===== src/pkg/pcdfs_pkg.sv =====
// Purpose: Constants, register map and routing function for the port C / port D function select block.
// Assumes: APB4 slave with 32-bit data, each 16-bit register in the low half of one aligned word; status fills a whole word.
// Notes:   Printed register offsets are indices; the byte address is four times the index.
package pcdfs_pkg;

	localparam int          PCDFS_W         = 16;

	// Register indices as printed; the bus address is four times these
	localparam logic [31:0] PCDFS_PCFS_IDX  = 32'hffff839c;
	localparam logic [31:0] PCDFS_PDDIR_IDX = 32'hffff83a6;
	localparam logic [31:0] PCDFS_PDFS_IDX  = 32'hffff83ac;
	localparam logic [31:0] PCDFS_STAT_IDX  = 32'hffff83a0;

	localparam logic [31:0] PCDFS_PCFS_ADDR  = {PCDFS_PCFS_IDX[29:0], 2'h0};
	localparam logic [31:0] PCDFS_PDDIR_ADDR = {PCDFS_PDDIR_IDX[29:0], 2'h0};
	localparam logic [31:0] PCDFS_PDFS_ADDR  = {PCDFS_PDFS_IDX[29:0], 2'h0};
	localparam logic [31:0] PCDFS_STAT_ADDR  = {PCDFS_STAT_IDX[29:0], 2'h0};

	localparam logic [15:0] PCDFS_RST_VAL   = 16'h0000;
	localparam logic [15:0] PCDFS_ALL_ONES  = 16'hffff;
	localparam logic [31:0] PCDFS_RD_ZERO   = 32'h0000_0000;

	// Byte lanes of the 16-bit registers
	localparam int          PCDFS_LO_LSB    = 0;
	localparam int          PCDFS_HI_LSB    = 8;
	localparam int          PCDFS_STAT_DLSB = 16;

	// Pins whose alternate function is active, per chip mode
	function automatic logic [15:0] pcdfs_alt_mask(
		input logic [15:0] fn_sel,
		input logic        single_chip,
		input logic        rom_off
	);
		logic [15:0] m;
		m = fn_sel | (rom_off ? PCDFS_ALL_ONES : PCDFS_RST_VAL);
		pcdfs_alt_mask = single_chip ? PCDFS_RST_VAL : m;
	endfunction : pcdfs_alt_mask

	// 16-bit register update under APB byte strobes
	function automatic logic [15:0] pcdfs_merge(
		input logic [15:0] cur,
		input logic [31:0] wdata,
		input logic [3:0]  strb
	);
		logic [15:0] v;
		v = cur;
		if (strb[0]) begin
			v[PCDFS_LO_LSB +: 8] = wdata[PCDFS_LO_LSB +: 8];
		end
		if (strb[1]) begin
			v[PCDFS_HI_LSB +: 8] = wdata[PCDFS_HI_LSB +: 8];
		end
		pcdfs_merge = v;
	endfunction : pcdfs_merge

endpackage : pcdfs_pkg


===== src/hdl/pcdfs_top.sv =====
// Purpose: Port C / port D low function select with APB register access and pin routing.
// Assumes: Pins and mode straps synchronous to pclk; APB4 master with byte strobes.
// Notes:   One wait-free access phase; pin drive is registered, so it lags inputs by one cycle.
//
// Design decision made here: the APB register port.
module pcdfs_top
	import pcdfs_pkg::*;
(
	// Clock and reset
	input  wire logic        pclk,
	input  wire logic        presetn,
	// APB slave
	input  wire logic        psel,
	input  wire logic        penable,
	input  wire logic        pwrite,
	input  wire logic [31:0] paddr,
	input  wire logic [31:0] pwdata,
	input  wire logic [3:0]  pstrb,
	output logic      [31:0] prdata,
	output logic             pready,
	output logic             pslverr,
	// Chip operating mode
	input  wire logic        single_chip_mode,
	input  wire logic        rom_disabled,
	// External bus side
	input  wire logic [15:0] ext_addr,
	input  wire logic [15:0] ext_data_out,
	input  wire logic        ext_data_oe,
	output logic      [15:0] ext_data_in,
	// GPIO side
	input  wire logic [15:0] gpio_c_out,
	input  wire logic [15:0] gpio_c_dir,
	output logic      [15:0] gpio_c_in,
	input  wire logic [15:0] gpio_d_out,
	output logic      [15:0] gpio_d_in,
	// Port C pins
	input  wire logic [15:0] pc_pin_in,
	output logic      [15:0] pc_pin_out,
	output logic      [15:0] pc_pin_oe,
	// Port D low pins
	input  wire logic [15:0] pd_pin_in,
	output logic      [15:0] pd_pin_out,
	output logic      [15:0] pd_pin_oe
);

	logic [15:0] port_c_function_select_ff;
	logic [15:0] port_d_low_direction_ff;
	logic [15:0] port_d_low_function_select_ff;
	logic [31:0] prdata_ff;
	logic        pready_ff;
	logic        pslverr_ff;
	logic [31:0] nxt_prdata;
	logic        nxt_pslverr;
	logic        setup_ph;
	logic        wr_en;
	logic        hit_pc;
	logic        hit_pddir;
	logic        hit_pdfs;
	logic        hit_stat;
	logic [15:0] c_out;
	logic [15:0] c_oe;
	logic [15:0] c_sel;
	logic [15:0] d_out;
	logic [15:0] d_oe;
	logic [15:0] d_sel;
	logic [15:0] pc_pin_out_ff;
	logic [15:0] pc_pin_oe_ff;
	logic [15:0] pd_pin_out_ff;
	logic [15:0] pd_pin_oe_ff;
	logic [15:0] ext_data_in_ff;
	logic [15:0] gpio_c_in_ff;
	logic [15:0] gpio_d_in_ff;
	logic [31:0] stat_word;

	// Address decode
	assign hit_pc    = (paddr == PCDFS_PCFS_ADDR);
	assign hit_pddir = (paddr == PCDFS_PDDIR_ADDR);
	assign hit_pdfs  = (paddr == PCDFS_PDFS_ADDR);
	assign hit_stat  = (paddr == PCDFS_STAT_ADDR);
	assign setup_ph  = psel && !penable;
	// The write lands only at the completing edge of the access phase
	assign wr_en     = psel && penable && pready_ff && pwrite;
	assign stat_word = {c_sel, d_sel};

	always_comb begin
		nxt_prdata  = PCDFS_RD_ZERO;
		nxt_pslverr = 1'b0;
		if (hit_pc) begin
			nxt_prdata[PCDFS_W-1:0] = port_c_function_select_ff;
		end else if (hit_pddir) begin
			nxt_prdata[PCDFS_W-1:0] = port_d_low_direction_ff;
		end else if (hit_pdfs) begin
			nxt_prdata[PCDFS_W-1:0] = port_d_low_function_select_ff;
		end else if (hit_stat) begin
			nxt_prdata = stat_word;
		end else begin
			nxt_pslverr = 1'b1;
		end
		// Status is read-only; a write to it is flagged rather than silently dropped
		if (hit_stat && pwrite) begin
			nxt_pslverr = 1'b1;
		end
		if (pwrite) begin
			nxt_prdata = PCDFS_RD_ZERO;
		end
	end

	// Answer is prepared in setup so read data leaves a flip-flop
	always_ff @(posedge pclk or negedge presetn) begin
		if (!presetn) begin
			pready_ff  <= 1'b0;
			pslverr_ff <= 1'b0;
			prdata_ff  <= PCDFS_RD_ZERO;
		end else begin
			pready_ff  <= setup_ph;
			pslverr_ff <= setup_ph && nxt_pslverr;
			if (setup_ph) begin
				prdata_ff <= nxt_prdata;
			end
		end
	end

	assign pready  = pready_ff;
	assign pslverr = pslverr_ff;
	assign prdata  = prdata_ff;

	always_ff @(posedge pclk or negedge presetn) begin
		if (!presetn) begin
			port_c_function_select_ff <= PCDFS_RST_VAL;
		end else if (wr_en && hit_pc) begin
			port_c_function_select_ff <= pcdfs_merge(port_c_function_select_ff, pwdata, pstrb);
		end
	end

	always_ff @(posedge pclk or negedge presetn) begin
		if (!presetn) begin
			port_d_low_direction_ff <= PCDFS_RST_VAL;
		end else if (wr_en && hit_pddir) begin
			port_d_low_direction_ff <= pcdfs_merge(port_d_low_direction_ff, pwdata, pstrb);
		end
	end

	always_ff @(posedge pclk or negedge presetn) begin
		if (!presetn) begin
			port_d_low_function_select_ff <= PCDFS_RST_VAL;
		end else if (wr_en && hit_pdfs) begin
			port_d_low_function_select_ff <= pcdfs_merge(port_d_low_function_select_ff, pwdata, pstrb);
		end
	end

	// Port C: alternate function is the address line, always driven
	pcdfs_pin_route u_route_c (
		.fn_sel      (port_c_function_select_ff),
		.single_chip (single_chip_mode),
		.rom_off     (rom_disabled),
		.gpio_out    (gpio_c_out),
		.gpio_dir    (gpio_c_dir),
		.alt_out     (ext_addr),
		.alt_oe      (PCDFS_ALL_ONES),
		.pin_out     (c_out),
		.pin_oe      (c_oe),
		.alt_sel     (c_sel)
	);

	// Port D low: alternate function is the bidirectional data line
	pcdfs_pin_route u_route_d (
		.fn_sel      (port_d_low_function_select_ff),
		.single_chip (single_chip_mode),
		.rom_off     (rom_disabled),
		.gpio_out    (gpio_d_out),
		.gpio_dir    (port_d_low_direction_ff),
		.alt_out     (ext_data_out),
		.alt_oe      ({PCDFS_W{ext_data_oe}}),
		.pin_out     (d_out),
		.pin_oe      (d_oe),
		.alt_sel     (d_sel)
	);

	// Pin drive registered; reset leaves every pin an undriven input
	always_ff @(posedge pclk or negedge presetn) begin
		if (!presetn) begin
			pc_pin_out_ff <= PCDFS_RST_VAL;
			pc_pin_oe_ff  <= PCDFS_RST_VAL;
			pd_pin_out_ff <= PCDFS_RST_VAL;
			pd_pin_oe_ff  <= PCDFS_RST_VAL;
		end else begin
			pc_pin_out_ff <= c_out;
			pc_pin_oe_ff  <= c_oe;
			pd_pin_out_ff <= d_out;
			pd_pin_oe_ff  <= d_oe;
		end
	end

	// Inputs returned only to whichever function owns the pin
	always_ff @(posedge pclk or negedge presetn) begin
		if (!presetn) begin
			ext_data_in_ff <= PCDFS_RST_VAL;
			gpio_c_in_ff   <= PCDFS_RST_VAL;
			gpio_d_in_ff   <= PCDFS_RST_VAL;
		end else begin
			ext_data_in_ff <= pd_pin_in & d_sel;
			gpio_c_in_ff   <= pc_pin_in & ~c_sel;
			gpio_d_in_ff   <= pd_pin_in & ~d_sel;
		end
	end

	assign pc_pin_out  = pc_pin_out_ff;
	assign pc_pin_oe   = pc_pin_oe_ff;
	assign pd_pin_out  = pd_pin_out_ff;
	assign pd_pin_oe   = pd_pin_oe_ff;
	assign ext_data_in = ext_data_in_ff;
	assign gpio_c_in   = gpio_c_in_ff;
	assign gpio_d_in   = gpio_d_in_ff;

	a_pc_addr_route: assert property (@(posedge pclk) disable iff (!presetn)
		(!single_chip_mode && !rom_disabled) |=> (pc_pin_out ==
		(($past(port_c_function_select_ff) & $past(ext_addr)) | (~$past(port_c_function_select_ff) & $past(gpio_c_out)))))
		else $error("port C pin output does not follow its function bits");

	a_pc_single_gpio: assert property (@(posedge pclk) disable iff (!presetn)
		single_chip_mode |=> (pc_pin_oe == $past(gpio_c_dir)) && (pc_pin_out == $past(gpio_c_out)))
		else $error("port C left GPIO in single-chip mode");

	a_pc_rom_off_addr: assert property (@(posedge pclk) disable iff (!presetn)
		(rom_disabled && !single_chip_mode) |=> (pc_pin_out == $past(ext_addr)) && (pc_pin_oe == PCDFS_ALL_ONES))
		else $error("port C not driving address with ROM disabled");

	a_pc_reg_write: assert property (@(posedge pclk) disable iff (!presetn)
		(wr_en && hit_pc && pstrb[1:0] == 2'h3) |=> port_c_function_select_ff == $past(pwdata[15:0]))
		else $error("port C function select write lost");

	a_pddir_byte_lane: assert property (@(posedge pclk) disable iff (!presetn)
		(wr_en && hit_pddir && pstrb[1:0] == 2'h1) |=>
		(port_d_low_direction_ff[15:8] == $past(port_d_low_direction_ff[15:8])) &&
		(port_d_low_direction_ff[7:0] == $past(pwdata[7:0])))
		else $error("port D direction byte write touched wrong lane");

	a_pdfs_read_back: assert property (@(posedge pclk) disable iff (!presetn)
		(setup_ph && hit_pdfs && !pwrite) ##1 (psel && penable) |->
		pready && (prdata == {16'h0000, $past(port_d_low_function_select_ff)}))
		else $error("port D function select read data wrong");

	a_pd_data_route: assert property (@(posedge pclk) disable iff (!presetn)
		(!single_chip_mode && !rom_disabled && ext_data_oe) |=>
		((pd_pin_oe & $past(port_d_low_function_select_ff)) == $past(port_d_low_function_select_ff)))
		else $error("port D data line not driven where selected");

	a_pd_gpio_dir: assert property (@(posedge pclk) disable iff (!presetn)
		single_chip_mode |=> (pd_pin_oe == $past(port_d_low_direction_ff)) && (pd_pin_out == $past(gpio_d_out)))
		else $error("port D GPIO drive does not follow direction bits");

	a_bus_unmapped: assert property (@(posedge pclk) disable iff (!presetn)
		(setup_ph && !(hit_pc || hit_pddir || hit_pdfs || hit_stat)) |=> pready && pslverr)
		else $error("unmapped access not answered with error");

	c_pc_write:    cover property (@(posedge pclk) disable iff (!presetn) wr_en && hit_pc);
	c_pd_byte_wr:  cover property (@(posedge pclk) disable iff (!presetn) wr_en && hit_pddir && pstrb == 4'h2);
	c_rom_off_pd:  cover property (@(posedge pclk) disable iff (!presetn) rom_disabled && !single_chip_mode && ext_data_oe);
	c_stat_read:   cover property (@(posedge pclk) disable iff (!presetn) pready && hit_stat && !pwrite);

endmodule : pcdfs_top


===== src/hdl/pcdfs_pin_route.sv =====
// Purpose: Per-pin choice between GPIO and one external bus line for a 16-pin port.
// Assumes: Alternate function drives whenever alt_oe is high for that pin.
// Notes:   Purely combinational; the top registers the pin drive.
module pcdfs_pin_route
	import pcdfs_pkg::*;
(
	// Configuration
	input  wire logic [15:0] fn_sel,
	input  wire logic        single_chip,
	input  wire logic        rom_off,
	// GPIO side
	input  wire logic [15:0] gpio_out,
	input  wire logic [15:0] gpio_dir,
	// Alternate side
	input  wire logic [15:0] alt_out,
	input  wire logic [15:0] alt_oe,
	// Pin side
	output logic      [15:0] pin_out,
	output logic      [15:0] pin_oe,
	output logic      [15:0] alt_sel
);

	always_comb begin
		alt_sel = pcdfs_alt_mask(fn_sel, single_chip, rom_off);
		pin_out = (alt_sel & alt_out) | (~alt_sel & gpio_out);
		pin_oe  = (alt_sel & alt_oe) | (~alt_sel & gpio_dir);
	end

endmodule : pcdfs_pin_route


===== config.mk =====
export PLATFORM = sky130hd
export DESIGN_NAME = pcdfs_top
export DESIGN_NICKNAME = d
export VERILOG_FILES = /design/src/pkg/pcdfs_pkg.sv /design/src/hdl/pcdfs_top.sv /design/src/hdl/pcdfs_pin_route.sv
export SDC_FILE = /design/constraint.sdc
export NUM_CORES = 1
export LEC_CHECK = 0
export ABC_CLOCK_PERIOD_IN_PS = 2050
export BUFFER_PORTS_ARGS = -buffer_cell sky130_fd_sc_hd__buf_2
export CORE_ASPECT_RATIO = 0.9
export CORE_MARGIN = 4
export CORE_UTILIZATION = 48
export DETAILED_ROUTE_END_ITERATION = 10
export GPL_TIMING_DRIVEN = 0
export PLACE_DENSITY = 0.77
export REMOVE_ABC_BUFFERS = 1
export SKIP_CTS_REPAIR_TIMING = 1
export SYNTH_ARGS = -nofsm -noshare
export SYNTH_HDL_FRONTEND = slang
export SYNTH_SLANG_ARGS = --single-unit

===== constraint.sdc =====
create_clock -name pclk -period 2.05 [get_ports pclk]
set_clock_uncertainty 0.15 [all_clocks]
set_input_delay 0.3075 -clock pclk [delete_from_list [all_inputs] [get_ports pclk]]
set_output_delay 0.3075 -clock pclk [all_outputs]
set_load 0.005 [all_outputs]

# Word-level counts from Yosys, hierarchy flattened
# Index checks and enable logic that the tools add are counted.
word_totals:
  wordCells: 70
  output_inout_bits: 146
  ff_bits: 194
classes:
  n_eq_ne: 4
  n_bitwise: 18
  n_mux: 16
  n_reduce_logical: 16
op_table:
  columns: ["cell", "n"]
  rows:
  - ["bitwise AND 16 bit", 10]
  - ["2-to-1 mux 16 bit", 9]
  - ["== test 32 bit, second input constant", 4]
  - ["bitwise OR 16 bit", 6]
  - ["2-to-1 mux 32 bit", 2]
  - ["inverter 16 bit", 2]
  - ["AND reduction 2 bit", 6]
  - ["logical AND 1 bit", 9]
  - ["2-to-1 mux 1 bit", 5]
  - ["zero test 1 bit", 1]

# Logic depth before layout (Yosys ltp)
logic_depth:
  word_depth: 8
  mapped_depth: 8
  mapped_depth_nobuf: 5

# Cells and area by module
# From an unflattened synthesis, not the netlist that was laid out.
hier_totals:
  cells_unflattened: 582
  area_unflattened_um2: 8394.3
modules_own_cells:
  columns: ["module", "instances", "area_per_inst_um2", "cells_each"]
  rows:
  - ["pcdfs_top", 1, 6845.3, 448]
  - ["pcdfs_pin_route", 2, 774.5, 67]

# Least setup slack after synthesis
# Ideal clock, no wire load.
synth_path:
  path_kind: "input to register"
  startpoint: "input paddr[13]"
  endpoint: "register port_c_function_select_ff[0]"
  path_stages: 6
  t_arrival_ps: 2134
  setup_slack_ps: -359
  setup_ps: 125
  cell_sequence: "or4_1 -> buf_2 -> or4_1 -> buf_6 -> nor2_8 -> mux2_2"
synth_between:
  elab_chain_cells: 3
synth_rtl:
  columns: ["element", "line", "text"]
  rows:
  - ["start, declared", "pcdfs_top.sv:16", "input wire logic [31:0] paddr,"]
  - ["== test 32 bit", "pcdfs_top.sv:76", "assign hit_pc = (paddr == PCDFS_PCFS_ADDR);"]
  - ["logical AND 1 bit", "pcdfs_top.sv:130", "end else if (wr_en && hit_pc) begin"]
  - ["AND reduction 2 bit (no source line)", null, null]
  - ["end signal, assigned", "pcdfs_top.sv:131", "port_c_function_select_ff <= pcdfs_merge(port_c_function_select_ff, pwdata, pstrb);"]
  - ["end, declared", "pcdfs_top.sv:46", "logic [15:0] port_c_function_select_ff;"]
# No other way between the ends.
# A chain may end at the register's enable or synchronous reset.

# Worst setup path after layout
layout_path:
  startpoint: "input paddr[13]"
  endpoint: "register port_c_function_select_ff[14]"
# The elaborated chain is that of the path after synthesis.

==> reports/qor.log <==
qor: setup_path.critical_path_arrival 2.21 ns
qor: global_route.grt_antenna_before_repair 1
qor: clock_tree.clk_path_buf_depth 2
qor: synthesis.synth.lib_cells_used.distinct 32
qor: timing.timing.final.ws_setup 0.00721 ns
qor: finish.post_route_cells_drive_above_1_share 0.397
qor: setup_path.cp_cell_sequence buf_2 -> or4_4 -> or4_4 -> nor2_8 -> mux2_2
qor: route.drt_iter0_drc 338
qor: floorplan.fp.dieW 142 um
qor: route.detail_route.wl_per_cell 19.3 um
qor: synthesis.dominantRegCellSynth sky130_fd_sc_hd__dfrtp_1
qor: global_route.grt_remaining_overflow 0
qor: route.drt_wl_total 26000 um
qor: synthesis.synthXorXnorAreaFrac 0
qor: synthesis.number_of_synthesized_flops_with_an_enable_pin 0
qor: synthesis.synthesis.instances 690
qor: run_status.outcome finished with violations
qor: timing.final-setup-viol-count 0
qor: pwr.irDropWorstVdd 0.854 mV
qor: run_status.violations hold timing
qor: finish.layout_common_cells 314 x sky130_fd_sc_hd__buf_2, 194 x sky130_fd_sc_hd__dfrtp_1, 148 x sky130_fd_sc_hd__nand2_1
qor: synthesis.synth_async_sr_flop_share 1.00
qor: timing.timing_worst_slew_pin_value 0.882 ns
qor: clock_tree.h_tree_depth_reported_by_cts 4
qor: clock_tree.clock_insertion_delay_worst_skew 0.43 ns
qor: pwr.power-per-cell-area 711 nW/um2
qor: global_route.number_of_global_route_vias_before_repair 6603
qor: route.avgViaCountPerCell 5.23
qor: synthesis.synth.top_cell.area_share 0.623
qor: setup_path.cp_slowest_stage_delay 0.62 ns
qor: timing.finalHoldViolCount 1
qor: synthesis.avgSynthCellArea 11.3 um2
qor: synthesis.synth_top_cells_by_area sky130_fd_sc_hd__dfrtp_1 62%, sky130_fd_sc_hd__mux2_2 9.0%, sky130_fd_sc_hd__nand2_1 7.2%
qor: global_route.total_routing_usage_reported_by_global_routing 0.242
qor: floorplan.fp.dieH 129 um
qor: synthesis.ys_seq_area_frac 0.623
qor: setup_path.critPathMaxFanout 8
qor: timing.finalCritPeriodShare 0.996
qor: placed_design.preCtsSetupSlack -1.22 ns
qor: floorplan.ioPinCount 334
qor: setup_path.crit_family simple AND/OR/NAND/NOR gates
qor: timing.final.min_clock_period 2.04 ns
qor: finish.area.growth.synth_to_final 49.3%
qor: floorplan.dieArea 18300 um2
qor: setup_path.crit-reg2reg-launch pready
qor: global_route.grt_pass1_wl 34300 um
qor: placed_design.port-buffer-count 315
qor: clock_tree.ctsRootBufferMaster sky130_fd_sc_hd__clkbuf_16
qor: timing.setup-tns-final 0 ns
qor: setup_path.critical-path-top-cell-by-count sky130_fd_sc_hd__or4_4
qor: synthesis.synth-adder-area-share 0
qor: min_path.worst_hold_path_type primary input to register
qor: route.remaining_drc_errors 0
qor: job.drv.max_cap_violation_count 0
qor: timing.max_freq 490 MHz
qor: clock_tree.clk_transition_reported_paths 0.07 ns
qor: synthesis.synth_simple_gate_area_share 0.190
qor: route.dr_total_vias 7066
qor: timing.slew_viol_final 0
qor: clock_tree.numClockSinks 194
qor: synthesis.synth-compound-area-share 0.0774
qor: setup_path.setup_crit_start paddr[13]
qor: clock_tree.cts_inserted_buffers 17
qor: route.route.antenna.remaining_nets 0
qor: timing.timing.max_slew.rel_slack 0.412
qor: setup_path.buffers_and_inverters_on_the_worst_path 1
qor: synthesis.ys_ff_latch 194
qor: setup_path.critical_path_class primary input to register
qor: setup_path.crit_required 2.21 ns
qor: global_route.grt_max_degree 112
qor: synthesis.post_synth_instance_area 7790 um2
qor: finish.filler_cell_count 1012
qor: setup_path.critPathCaptureType register
qor: timing.hold_ws -0.00222 ns
qor: synthesis.netlist.top_cell.by_area sky130_fd_sc_hd__dfrtp_1
qor: min_path.hold_path.startpoint pwdata[0]
qor: floorplan.start_util 0.498
qor: synthesis.yosys-mux-area-fraction 0.0925
qor: clock_tree.tritoncts yes
qor: floorplan.core_area 15700 um2
qor: synthesis.synth-warning-count 0
qor: finish.final_common_cell sky130_fd_sc_hd__buf_2
qor: finish.nNetsFinal 1321
qor: pwr.leakagePower 6.06 nW
qor: floorplan.rows 43
qor: placed_design.dp.final_hpwl 15600 um
qor: setup_path.cell_with_the_largest_stage_delay_on_the_worst_path sky130_fd_sc_hd__or4_4
qor: synthesis.combinational_family_with_the_most_area_after_synthesis simple AND/OR/NAND/NOR gates
qor: route.detail_route.first_pass.iterations 5
qor: setup_path.launching_element_type_of_the_critical_path primary input
qor: placed_design.gpl.final_weighted_congestion 0.829
==> flip-flops by register name (all words and copies together), names as in the netlist, 16 cells and up <==
signal and flops:
ext_data_in 16, gpio_c_in 16, gpio_d_in 16, pc_pin_oe 16, pc_pin_out 16, pd_pin_oe 16, pd_pin_out 16, port_c_function_select_ff 16
port_d_low_direction_ff 16, port_d_low_function_select_ff 16, prdata 32
==> cell families after synthesis <==
family / after synthesis
AOI/OAI and AO/OA: 99
DFF: 194
muxes: 64
buffers and inverters: 32
and+or+nand+nor: 301
==> worst paths after layout <==
| kind | to | slack [ns] | cells past startpoint |
|---|---|---|---|
| worst min-delay path | port_c_function_select_ff[0] | -0.002 | 2 |
| worst max register to register | port_d_low_function_select_ff[11] | 0.14 | 5 |
| min in group asynchronous | pc_pin_oe[3] | 0.31 | 2 |
| worst min register to register | prdata[22] | 0.33 | 2 |
| worst max-delay path | port_c_function_select_ff[14] | 0.007 | 5 |
| max in group asynchronous | prdata[15] | 0.48 | 3 |
==> stage by stage <==
| stage | power (W) | instance area [um2] | hold slack (ns) | utilization | instances |
|---|---|---|---|---|---|
| finish | 0.00827 | 11600 | -0.00222 | 0.743 | 1350 |
| global route | 0.00858 | 11600 | 0.000226 | 0.743 | 1349 |
| CTS | 0.00806 | 10200 | -0.262 | 0.649 | 1212 |
| detailed placement | 0.00478 | 9590 | 0.193 | 0.613 | 1180 |
| global placement | 0.00475 | 9490 | 0.308 | 0.606 | 1176 |
| floorplan | 0.00429 | 7660 | -0.138 | - | 659 |
==> layer usage <==
metal	share of wire	wire, um	GRT usage
met1	0.37	9600	0.291
met4	0.022	565	0.0688
met5	0	0	0
met3	0.086	2250	0.0788
met2	0.52	13600	0.419
==> Yosys cell counts (3+ instances only) <==
library cell,count
sky130_fd_sc_hd__dfrtp_1,194
sky130_fd_sc_hd__nand2_1,149
sky130_fd_sc_hd__mux2_2,62
sky130_fd_sc_hd__and2_1,48
sky130_fd_sc_hd__o21ai_0,38
sky130_fd_sc_hd__nor2_1,36
sky130_fd_sc_hd__clkbuf_1,27
sky130_fd_sc_hd__nand2b_1,22
sky130_fd_sc_hd__a21oi_1,17
sky130_fd_sc_hd__a221oi_1,16
sky130_fd_sc_hd__o21bai_1,16
sky130_fd_sc_hd__or2_2,16
sky130_fd_sc_hd__o21ai_1,10
sky130_fd_sc_hd__nand4_1,5
sky130_fd_sc_hd__nor4_1,4
sky130_fd_sc_hd__buf_2,3
sky130_fd_sc_hd__nand3_1,3
sky130_fd_sc_hd__nand4b_1,3
sky130_fd_sc_hd__nor2b_1,3
==> report_power, final <==
group          switching [W]  internal (W)
sequential         0.0000342       0.00396
combinational       0.000455      0.000497
clock                0.00148       0.00185
total                0.00197       0.00630
==> cell type report <==
type | instances | area, um2 | share of cell area
Antenna cell | 2 | 5.00 | 0.000430
Clock buffer | 22 | 454 | 0.0390
Clock inverter | 10 | 124 | 0.0106
Inverter | 1 | 3.75 | 0.000323
Multi-Input combinational cell | 464 | 2950 | 0.254
Sequential cell | 194 | 4850 | 0.417
Tap cell | 202 | 253 | 0.0217
Timing Repair Buffer | 455 | 2980 | 0.257
Note: power is estimated with default switching activity, not from simulation.
